File: src/core/loader_pkg.sv
package loader_pkg;

  // Word and channel layout
  localparam int unsigned DATA_W      = 10;
  localparam int unsigned NUM_CH      = 6;
  localparam int unsigned ADDR_W      = 3;
  localparam int unsigned SYNC_STAGES = 2;

  // Channel address codes
  localparam logic [2:0] ADDR_FIRST_CH = 3'h0;
  localparam logic [2:0] ADDR_LAST_CH  = 3'h5;
  localparam logic [2:0] ADDR_SEQ      = 3'h7;

  // Reset values
  localparam logic [9:0] WORD_RST = 10'h000;

  // Upstream word rate limit and derived spacing at the core clock
  localparam int unsigned MAX_WORD_RATE_MSPS = 75;
  localparam int unsigned CLK_MHZ            = 200;
  localparam int unsigned MIN_WORD_CYCLES    =
    (CLK_MHZ + MAX_WORD_RATE_MSPS - 1) / MAX_WORD_RATE_MSPS;

  // Output buffer depth
  localparam int unsigned BUF_DEPTH = 2;

  typedef enum logic {
    SEQ_IDLE,
    SEQ_RUN
  } seq_state_e;

endpackage : loader_pkg

File: src/core/pin_sync.sv
`timescale 1ns/1ps
module pin_sync #(
  parameter int unsigned W = 1
) (
  // Clock and control
  input  wire logic         clk_i,
  input  wire logic         rst_i,
  input  wire logic         ce_i,
  // Pins in, synchronised out
  input  wire logic [W-1:0] pin_i,
  output logic      [W-1:0] sync_o
);

  logic [W-1:0] meta;
  logic [W-1:0] stable;
  logic [W-1:0] next_meta;
  logic [W-1:0] next_stable;

  always_comb begin
    next_meta   = meta;
    next_stable = stable;
    if (ce_i) begin
      next_meta   = pin_i;
      next_stable = meta;
    end
  end

  // First stage feeds only the second
  always_ff @(posedge clk_i) begin
    if (rst_i) begin
      meta   <= '0;
      stable <= '0;
    end else begin
      meta   <= next_meta;
      stable <= next_stable;
    end
  end

  assign sync_o = stable;

endmodule : pin_sync

File: src/core/two_entry_buffer.sv
`timescale 1ns/1ps
module two_entry_buffer #(
  parameter int unsigned W     = 8,
  parameter int unsigned DEPTH = 2
) (
  // Clock and control
  input  wire logic         clk_i,
  input  wire logic         rst_i,
  input  wire logic         ce_i,
  // Fill side
  input  wire logic         in_valid_i,
  output logic              in_ready_o,
  input  wire logic [W-1:0] in_data_i,
  // Drain side
  output logic              out_valid_o,
  input  wire logic         out_ready_i,
  output logic      [W-1:0] out_data_o
);

  localparam int unsigned PW = (DEPTH > 1) ? $clog2(DEPTH) : 1;

  generate
    if (DEPTH != 2) begin : g_bad_depth
      $error("two_entry_buffer supports DEPTH of 2 only");
    end
  endgenerate

  logic [W-1:0]  mem [DEPTH];
  logic [PW-1:0] wr_ptr;
  logic [PW-1:0] rd_ptr;
  logic [PW:0]   count;
  logic [PW-1:0] next_wr_ptr;
  logic [PW-1:0] next_rd_ptr;
  logic [PW:0]   next_count;
  logic          push;
  logic          pop;

  assign in_ready_o  = (count != (PW+1)'(DEPTH));
  assign out_valid_o = (count != '0);
  assign out_data_o  = mem[rd_ptr];

  always_comb begin
    push        = ce_i && in_valid_i && in_ready_o;
    pop         = ce_i && out_valid_o && out_ready_i;
    next_wr_ptr = push ? wr_ptr + 1'b1 : wr_ptr;
    next_rd_ptr = pop ? rd_ptr + 1'b1 : rd_ptr;
    next_count  = count;
    if (push && !pop) begin
      next_count = count + 1'b1;
    end else if (pop && !push) begin
      next_count = count - 1'b1;
    end
  end

  always_ff @(posedge clk_i) begin
    if (rst_i) begin
      wr_ptr <= '0;
      rd_ptr <= '0;
      count  <= '0;
    end else begin
      wr_ptr <= next_wr_ptr;
      rd_ptr <= next_rd_ptr;
      count  <= next_count;
    end
  end

  // Storage needs no reset; valid gates it
  always_ff @(posedge clk_i) begin
    if (push) begin
      mem[wr_ptr] <= in_data_i;
    end
  end

endmodule : two_entry_buffer

File: src/core/six_channel_decimating_input_loader.sv
// How it works
// Pixel port is ten bits; bit nine is the most significant.
// Each captured word is steered into one of six channel latches.
// Edge select low captures on falling pixel clock, high on rising.
// Controller keeps words at or below 75 million per second.
// Two selection modes: direct addressing, or internal sequencing.
// Three address lines pick the channel latch in addressed loading.
// Addresses 0 to 5 load channels 0 to 5 while selected.
// Shared input starts sequencing at address 7, else chip select.
// Address 7, direction low: sequence runs channel 0 up to 5.
// Direction input picks the starting channel of the sequence.
// Transfer high at rising edge moves words at the next falling edge.
// Polarity high puts outputs above midpoint, low below it.
// Standby idles capture, sequencing and transfer, while the frame buffer still drains; release resumes at once.
// At address 7 a pulse on the shared input starts sequencing.
// Counter runs 0 to 5 with direction low, 5 to 0 high.
// Transfer updates all six converter words together.
// Addressed capture without chip select changes no latch.
`timescale 1ns/1ps
module six_channel_decimating_input_loader #(
  parameter int unsigned DATA_W = loader_pkg::DATA_W,
  parameter int unsigned NUM_CH = loader_pkg::NUM_CH
) (
  // Clock, reset, enable
  input  wire logic                     clk_i,
  input  wire logic                     rst_i,
  input  wire logic                     ce_i,
  // Panel-side pins
  input  wire logic                     pixel_clk_i,
  input  wire logic [DATA_W-1:0]        pixel_word_in_i,
  input  wire logic                     capture_edge_select_i,
  input  wire logic                     sequence_direction_i,
  input  wire logic [2:0]               channel_address_i,
  input  wire logic                     seq_start_or_select_i,
  input  wire logic                     converter_transfer_strobe_i,
  input  wire logic                     output_polarity_select_i,
  input  wire logic                     standby_request_i,
  // Converter side
  output logic      [NUM_CH*DATA_W-1:0] column_outputs_o,
  output logic                          column_above_mid_o,
  output logic                          column_valid_o,
  input  wire logic                     column_ready_i,
  // Status
  output logic                          transfer_ready_o,
  output logic                          transfer_lost_o,
  output logic                          rate_violation_o,
  output logic                          sequence_busy_o,
  output logic                          standby_o
);

  localparam int unsigned PIN_W  = DATA_W + 10;
  localparam int unsigned FRAME_W = NUM_CH * DATA_W + 1;
  localparam int unsigned GAP_W  = $clog2(loader_pkg::MIN_WORD_CYCLES + 1);

  generate
    if (DATA_W != loader_pkg::DATA_W || NUM_CH != loader_pkg::NUM_CH) begin : g_bad_cfg
      $error("loader serves ten-bit words and six channels only");
    end
  endgenerate

  // Pin synchronisers, one vector so all pins share the same delay
  logic [PIN_W-1:0]  pins_raw;
  logic [PIN_W-1:0]  pins_sync;
  logic [DATA_W-1:0] s_word;
  logic              s_pclk;
  logic              s_edge_sel;
  logic              s_dir;
  logic [2:0]        s_addr;
  logic              s_start_cs;
  logic              s_xfr;
  logic              s_pol;
  logic              s_standby_request;

  assign pins_raw = {pixel_word_in_i, pixel_clk_i, capture_edge_select_i,
                     sequence_direction_i, channel_address_i,
                     seq_start_or_select_i, converter_transfer_strobe_i,
                     output_polarity_select_i, standby_request_i};

  pin_sync #(
    .W (PIN_W)
  ) u_pin_sync (
    .clk_i  (clk_i),
    .rst_i  (rst_i),
    .ce_i   (ce_i),
    .pin_i  (pins_raw),
    .sync_o (pins_sync)
  );

  // Word bit order kept as on the pins, bit nine most significant
  assign {s_word, s_pclk, s_edge_sel, s_dir, s_addr,
          s_start_cs, s_xfr, s_pol, s_standby_request} = pins_sync;

  // Pixel clock edge detection
  logic pclk_prev;
  logic next_pclk_prev;
  logic pclk_rise;
  logic pclk_fall;
  logic capture;

  assign pclk_rise = s_pclk && !pclk_prev;
  assign pclk_fall = !s_pclk && pclk_prev;
  // Data is taken from the same sample that shows the edge; hold time covers it
  assign capture   = !s_standby_request && (s_edge_sel ? pclk_rise : pclk_fall);

  always_comb begin
    next_pclk_prev = pclk_prev;
    if (ce_i) begin
      next_pclk_prev = s_pclk;
    end
  end

  always_ff @(posedge clk_i) begin
    if (rst_i) begin
      pclk_prev <= 1'b0;
    end else begin
      pclk_prev <= next_pclk_prev;
    end
  end

  // Channel selection
  loader_pkg::seq_state_e seq_state;
  loader_pkg::seq_state_e next_seq_state;
  logic [2:0]             seq_ch;
  logic [2:0]             next_seq_ch;
  logic                   load_en;
  logic [2:0]             load_ch;
  logic [2:0]             first_ch;
  logic [2:0]             last_ch;
  logic                   seq_mode;

  assign seq_mode = (s_addr == loader_pkg::ADDR_SEQ);
  assign first_ch = s_dir ? loader_pkg::ADDR_LAST_CH
                          : loader_pkg::ADDR_FIRST_CH;
  assign last_ch  = s_dir ? loader_pkg::ADDR_FIRST_CH
                          : loader_pkg::ADDR_LAST_CH;

  always_comb begin
    next_seq_state = seq_state;
    next_seq_ch    = seq_ch;
    load_en        = 1'b0;
    load_ch        = seq_ch;
    if (ce_i && s_standby_request) begin
      next_seq_state = loader_pkg::SEQ_IDLE;
      next_seq_ch    = loader_pkg::ADDR_FIRST_CH;
    end else if (ce_i && capture) begin
      if (!seq_mode) begin
        next_seq_state = loader_pkg::SEQ_IDLE;
        // Address 6 has no channel and is ignored
        if (s_start_cs && s_addr <= loader_pkg::ADDR_LAST_CH) begin
          load_en = 1'b1;
          load_ch = s_addr;
        end
      end else if (s_start_cs) begin
        // A start pulse loads this word into the first channel; restarts a run
        load_en = 1'b1;
        load_ch = first_ch;
        next_seq_state = loader_pkg::SEQ_RUN;
        next_seq_ch    = s_dir ? first_ch - 3'h1 : first_ch + 3'h1;
      end else begin
        case (seq_state)
          loader_pkg::SEQ_IDLE: begin
            next_seq_state = loader_pkg::SEQ_IDLE;
          end
          loader_pkg::SEQ_RUN: begin
            load_en = 1'b1;
            load_ch = seq_ch;
            if (seq_ch == last_ch) begin
              next_seq_state = loader_pkg::SEQ_IDLE;
            end else begin
              next_seq_ch = s_dir ? seq_ch - 3'h1 : seq_ch + 3'h1;
            end
          end
          default: begin
            next_seq_state = loader_pkg::SEQ_IDLE;
          end
        endcase
      end
    end
  end

  always_ff @(posedge clk_i) begin
    if (rst_i) begin
      seq_state <= loader_pkg::SEQ_IDLE;
      seq_ch    <= loader_pkg::ADDR_FIRST_CH;
    end else begin
      seq_state <= next_seq_state;
      seq_ch    <= next_seq_ch;
    end
  end

  assign sequence_busy_o = (seq_state == loader_pkg::SEQ_RUN);

  // Channel holding latches
  logic [DATA_W-1:0] hold      [NUM_CH];
  logic [DATA_W-1:0] next_hold [NUM_CH];

  always_comb begin
    for (int i = 0; i < NUM_CH; i++) begin
      next_hold[i] = hold[i];
      if (load_en && load_ch == 3'(i)) begin
        next_hold[i] = s_word;
      end
    end
  end

  always_ff @(posedge clk_i) begin
    if (rst_i) begin
      for (int i = 0; i < NUM_CH; i++) begin
        hold[i] <= loader_pkg::WORD_RST;
      end
    end else begin
      for (int i = 0; i < NUM_CH; i++) begin
        hold[i] <= next_hold[i];
      end
    end
  end

  // Transfer: armed at rising pixel edge, fired at the next falling edge
  logic xfr_armed;
  logic next_xfr_armed;
  logic xfr_fire;
  logic lost;
  logic next_lost;
  logic frame_ready;
  logic [FRAME_W-1:0] frame_in;
  logic [FRAME_W-1:0] frame_out;

  assign xfr_fire = ce_i && xfr_armed && pclk_fall && !s_standby_request;

  always_comb begin
    next_xfr_armed = xfr_armed;
    next_lost      = 1'b0;
    if (ce_i) begin
      if (s_standby_request) begin
        next_xfr_armed = 1'b0;
      end else if (pclk_rise) begin
        next_xfr_armed = s_xfr;
      end else if (pclk_fall) begin
        next_xfr_armed = 1'b0;
      end
      // A full buffer cannot take the frame; flag it rather than stall pins
      next_lost = xfr_fire && !frame_ready;
    end
  end

  always_ff @(posedge clk_i) begin
    if (rst_i) begin
      xfr_armed <= 1'b0;
      lost      <= 1'b0;
    end else begin
      xfr_armed <= next_xfr_armed;
      lost      <= next_lost;
    end
  end

  // All six words travel as one frame, polarity with them
  always_comb begin
    frame_in = '0;
    for (int i = 0; i < NUM_CH; i++) begin
      frame_in[i*DATA_W +: DATA_W] = hold[i];
    end
    frame_in[FRAME_W-1] = s_pol;
  end

  two_entry_buffer #(
    .W     (FRAME_W),
    .DEPTH (loader_pkg::BUF_DEPTH)
  ) u_frame_buf (
    .clk_i       (clk_i),
    .rst_i       (rst_i),
    .ce_i        (ce_i),
    .in_valid_i  (xfr_fire),
    .in_ready_o  (frame_ready),
    .in_data_i   (frame_in),
    .out_valid_o (column_valid_o),
    .out_ready_i (column_ready_i),
    .out_data_o  (frame_out)
  );

  assign column_outputs_o   = frame_out[NUM_CH*DATA_W-1:0];
  assign column_above_mid_o = frame_out[FRAME_W-1];
  assign transfer_ready_o   = frame_ready;
  assign transfer_lost_o    = lost;

  // Word spacing monitor for the upstream rate limit
  logic [GAP_W-1:0] gap;
  logic [GAP_W-1:0] next_gap;
  logic             rate_bad;
  logic             next_rate_bad;

  always_comb begin
    next_gap      = gap;
    next_rate_bad = 1'b0;
    if (ce_i) begin
      if (capture) begin
        next_rate_bad = (gap < GAP_W'(loader_pkg::MIN_WORD_CYCLES));
        next_gap      = GAP_W'(1);
      end else if (gap != GAP_W'(loader_pkg::MIN_WORD_CYCLES)) begin
        next_gap = gap + 1'b1;
      end
    end
  end

  always_ff @(posedge clk_i) begin
    if (rst_i) begin
      gap      <= GAP_W'(loader_pkg::MIN_WORD_CYCLES);
      rate_bad <= 1'b0;
    end else begin
      gap      <= next_gap;
      rate_bad <= next_rate_bad;
    end
  end

  assign rate_violation_o = rate_bad;

  // Standby status, also used downstream to debias the converters
  logic standby_request_q;
  logic next_standby_request_q;

  always_comb begin
    next_standby_request_q = standby_request_q;
    if (ce_i) begin
      next_standby_request_q = s_standby_request;
    end
  end

  always_ff @(posedge clk_i) begin
    if (rst_i) begin
      standby_request_q <= 1'b0;
    end else begin
      standby_request_q <= next_standby_request_q;
    end
  end

  assign standby_o = standby_request_q;

endmodule : six_channel_decimating_input_loader

File: config.mk
export PLATFORM = sky130hd
export DESIGN_NAME = six_channel_decimating_input_loader
export DESIGN_NICKNAME = d
export VERILOG_FILES = /design/src/core/loader_pkg.sv /design/src/core/pin_sync.sv /design/src/core/two_entry_buffer.sv /design/src/core/six_channel_decimating_input_loader.sv
export SDC_FILE = /design/constraint.sdc
export NUM_CORES = 1
export LEC_CHECK = 0
export ABC_AREA = 0
export BUFFER_PORTS_ARGS = -buffer_cell sky130_fd_sc_hd__clkbuf_2
export CAP_MARGIN = 15
export CORE_AREA = 2 2 145 147
export CTS_CLUSTER_DIAMETER = 60
export DETAILED_ROUTE_END_ITERATION = 7
export DIE_AREA = 0 0 147 149
export GPL_ROUTABILITY_DRIVEN = 0
export SLEW_MARGIN = 20
export SYNTH_ARGS = -nofsm -noshare
export SYNTH_HDL_FRONTEND = slang
export SYNTH_SLANG_ARGS = --single-unit
File: constraint.sdc
create_clock -name clk_i -period 8.1 [get_ports clk_i]
set_input_delay 0 -clock clk_i [delete_from_list [all_inputs] [get_ports clk_i]]
set_output_delay 0 -clock clk_i [all_outputs]
set_load 0.03 [all_outputs]
==> impl_metrics.py <==
metrics = {
    "timing": {
        "fmax_mhz": 377,
        "fin_skew_ns": 0.0105,
        "slew_headroom": 0.283,
        "finalHoldViolCount": 0,
        "finalCriticalPeriod_ns": 2.65,
        "fin_setup_tns_ns": 0,
        "finalMaxSlewViolations": 0,
        "finalSetupViolations": 0,
        "post-route-period-util": 0.327,
        "fin_ws_ns": 5.45,
        "worst_slew_pin_slew_ns": 1.06,
        "rsz0062_at_grt": "false",
    },
    "global_route": {
        "antenna_found_initial": 0,
        "grtUsageTotal": 0.160,
        "grt_pass1_wl_um": 27800,
        "grt_max_degree": 73,
        "overflow": 0,
        "grt_pass1_vias": 5103,
    },
    "worst_hold_path": {
        "worstHoldPathType": "in -> reg",
        "hold_depth": 4,
        "min_from": "ce_i",
        "holdPathEnd": "standby_o$_SDFFE_PP0P_",
    },
    "layout": {
        "nets": 779,
        "final_cells": 1043,
        "fillers": 1776,
        "antenna_cells": 0,
        "area_growth_syn_to_layout_pct": 18.7,
        "final_common_cell": "edfxtp_1",
        "seq_area_um2": 5990,
        "multiInputGateArea_um2": 2770,
        "drive_gt1_frac": 0.262,
        "most-common-layout-cells": "122 x edfxtp_1, 115 x dfxtp_1, 104 x mux2i_1",
    },
    "power_and_ir_drop": {
        "switching_share": 0.193,
        "p_total_mw": 2.43,
        "p_int_mw": 1.96,
        "cellLeakagePower_nw": 3.78,
        "p_switching_mw": 0.469,
        "p_per_area_nw_per_um2": 229,
        "share_comb_of_total_power": 0.024,
        "peakVddDrop_mv": 0.163,
        "p_clk_frac": 0.453,
        "pwr-share-seq": 0.524,
    },
    "setup_path": {
        "rrSetupSlack_ns": 5.45,
        "r2r_cells": 7,
        "worstPathMaxFanout": 10,
        "slowest_delay_ns": 0.63,
        "cp_data_required_time_ns": 8.51,
        "cp-start-kind": "register",
        "crit_arrival_ns": 3.06,
        "path_class": "reg -> reg",
        "r2r-start": "u_pin_sync.sync_o[9]$_SDFFE_PP0P_",
        "worst_path_max_delay_cell": "nand3b_1",
        "cp_cell_sequence": "inv_1 > ha_1 > mux2i_2 > nor2_1 > a31oi_1 > nand3b_1 > mux2i_1",
        "r2r-end": "hold[4][7]$_SDFFE_PP0P_",
        "cp-end-kind": "register",
    },
    "synthesis": {
        "synthDistinctLibCells": 45,
        "synth_seq_cells": 238,
        "syn_avg_cell_area_um2": 13.9,
        "async_flop_share": 0,
        "synth_nets": 674,
        "synth-seq-area-share": 0.669,
        "synth_cells": 645,
        "synth-edff-count": 122,
        "synth_area_um2": 8950,
        "yosys_warnings": 0,
        "synthFlopType": "edfxtp_1",
    },
    "place": {
        "io_buffers": 90,
        "post-place-ws_ns": 5.47,
        "hpwl_um": 11300,
        "dpl.cell_count": 978,
    },
    "route": {
        "via_per_inst": 4.93,
        "routedWlPerCell_um": 16.7,
        "first_iter_violations": 273,
        "drtAntennaViolNets": 0,
        "wirelength_um": 17500,
        "drc_errors": 0,
        "vias": 5147,
        "drtPass1Iterations": 4,
    },
    "floorplan": {
        "ioPinCount": 91,
        "die_area_um2": 21900,
        "placementRows": 53,
        "die_x_um": 147,
        "die_h_um": 149,
        "core-area_um2": 20600,
        "initial_utilization": 0.435,
    },
    "clock_tree": {
        "h-tree-depth": 1,
        "clock_latency_ns": 0.51,
        "clkTransAtPathRegs_ns": 0.06,
        "cts-root-buf": "clkbuf_16",
        "post_cts_resized": 0,
        "cts_tree": "yes",
        "cts_made_buffers": 24,
        "clk_path_buf_depth": 3,
        "numClockSinks": 238,
    },
    "status": {
        "status": "finished clean",
    },
    "run": {
        "drv_cap": 0,
    },
}
-- per-stage QoR --
step                      hold WS, ns  utilization  instance area, µm²
after floorplan                 0.147            -                8950
after CTS                       0.205        0.516               10600
final                           0.223        0.517               10600
after detailed placement        0.243        0.467                9610
after global placement          0.235        0.467                9610
after global routing            0.269        0.517               10600
-- critical path, delay by kind of cell, from the launching register on --
family,cells,cell delay (ns)
flip-flops,1,0.37
AO/OA/AOI/OAI,1,0.39
buffers and inverters,1,0.06
multiplexers,2,0.74
adder cells (fa/ha/maj),1,0.24
AND/OR/NAND/NOR,2,0.75
-- Yosys cell counts, types with 2 or more instances --
cell type / number / share of area
or3b_1: 2 / 0.0020
clkbuf_1: 22 / 0.0092
nor2_1: 52 / 0.022
nand2_1: 78 / 0.033
nand4_1: 2 / 0.0014
ha_1: 4 / 0.0056
or3_1: 3 / 0.0021
buf_6: 2 / 0.0025
nand4b_1: 3 / 0.0029
nand3_1: 2 / 0.0011
nor2b_1: 4 / 0.0028
inv_1: 6 / 0.0025
a31oi_1: 6 / 0.0042
o21ai_0: 5 / 0.0028
edfxtp_1: 122 / 0.41
a21oi_1: 5 / 0.0028
and3b_1: 2 / 0.0020
dfxtp_1: 116 / 0.26
nor4_1: 2 / 0.0014
o211ai_1: 2 / 0.0017
xor2_1: 3 / 0.0029
buf_2: 9 / 0.0050
nand2b_1: 5 / 0.0035
mux2_2: 62 / 0.078
buf_4: 3 / 0.0025
mux2i_1: 104 / 0.12
-- worst max path at each step --
stage,start,end,slack [ns],depth (start not counted)
finish,u_pin_sync.sync_o[9]$_SDFFE_PP0P_,hold[4][7]$_SDFFE_PP0P_,5.45,7
global route,u_pin_sync.sync_o[9]$_SDFFE_PP0P_,hold[4][9]$_SDFFE_PP0P_,5.21,7
CTS,u_pin_sync.sync_o[9]$_SDFFE_PP0P_,hold[4][7]$_SDFFE_PP0P_,5.44,7
detailed placement,u_pin_sync.sync_o[9]$_SDFFE_PP0P_,hold[4][7]$_SDFFE_PP0P_,5.47,7
global placement,u_pin_sync.sync_o[9]$_SDFFE_PP0P_,hold[4][2]$_SDFFE_PP0P_,5.55,7
floorplan,u_frame_buf.count[0]$_SDFFE_PP0P_,u_frame_buf.mem[0][0]$_DFFE_PP_,3.87,3
-- repair_timing --
item / in CTS / in global routing
hold buffers: 21 / 0
buffers inserted: 0 / 0
hold endpoints to repair: 22 / 0
-- state kept, by name, summed over array words and instances (netlist names), named ones only --
register,flops
u_frame_buf.count,2
rate_violation_o,1
u_frame_buf.wr_ptr,1
u_frame_buf.mem,122
pclk_prev,1
standby_o,1
u_pin_sync.sync_o,20
u_pin_sync.meta,20
gap,2
sequence_busy_o,1
transfer_lost_o,1
hold,60
xfr_armed,1
u_frame_buf.rd_ptr,1
seq_ch,3
-- cell type report --
class,count,area share
tap,275,0.0324
inverter,7,0.00259
sequential,238,0.564
timing repair buffer,115,0.0650
multi-input combinational,364,0.261
clock buffer,34,0.0630
clock inverter,10,0.0121
-- power by group through the flow --
stage                     Sequential [mW]  Clock [mW]  Combinational (mW)
after floorplan                      1.30           0              0.0390
after global placement               1.30           0              0.0472
after detailed placement             1.30           0              0.0501
after CTS                            1.27        1.13              0.0582
after global routing                 1.27        1.17              0.0646
final                                1.27        1.10              0.0574
-- kinds of logic after synthesis --
family          count (synthesis)  synth area share
flops                         238             0.669
mux                           167             0.196
simple gates                  166            0.0856
buf+inv                        43            0.0222
compound gates                 22            0.0155
fa+ha+maj                       5           0.00783
xor+xnor                        4           0.00392
-- routing by layer --
layer | vias to the layer above | wire length [µm] | global-route usage
met4 | 0 | 216 | 0.0337
met1 | 2508 | 7820 | 0.215
met2 | 104 | 8620 | 0.276
met5 | - | 0 | 0
li1 | 2520 | - | -
met3 | 15 | 796 | 0.0272
Note: power is estimated with default switching activity, not from simulation.
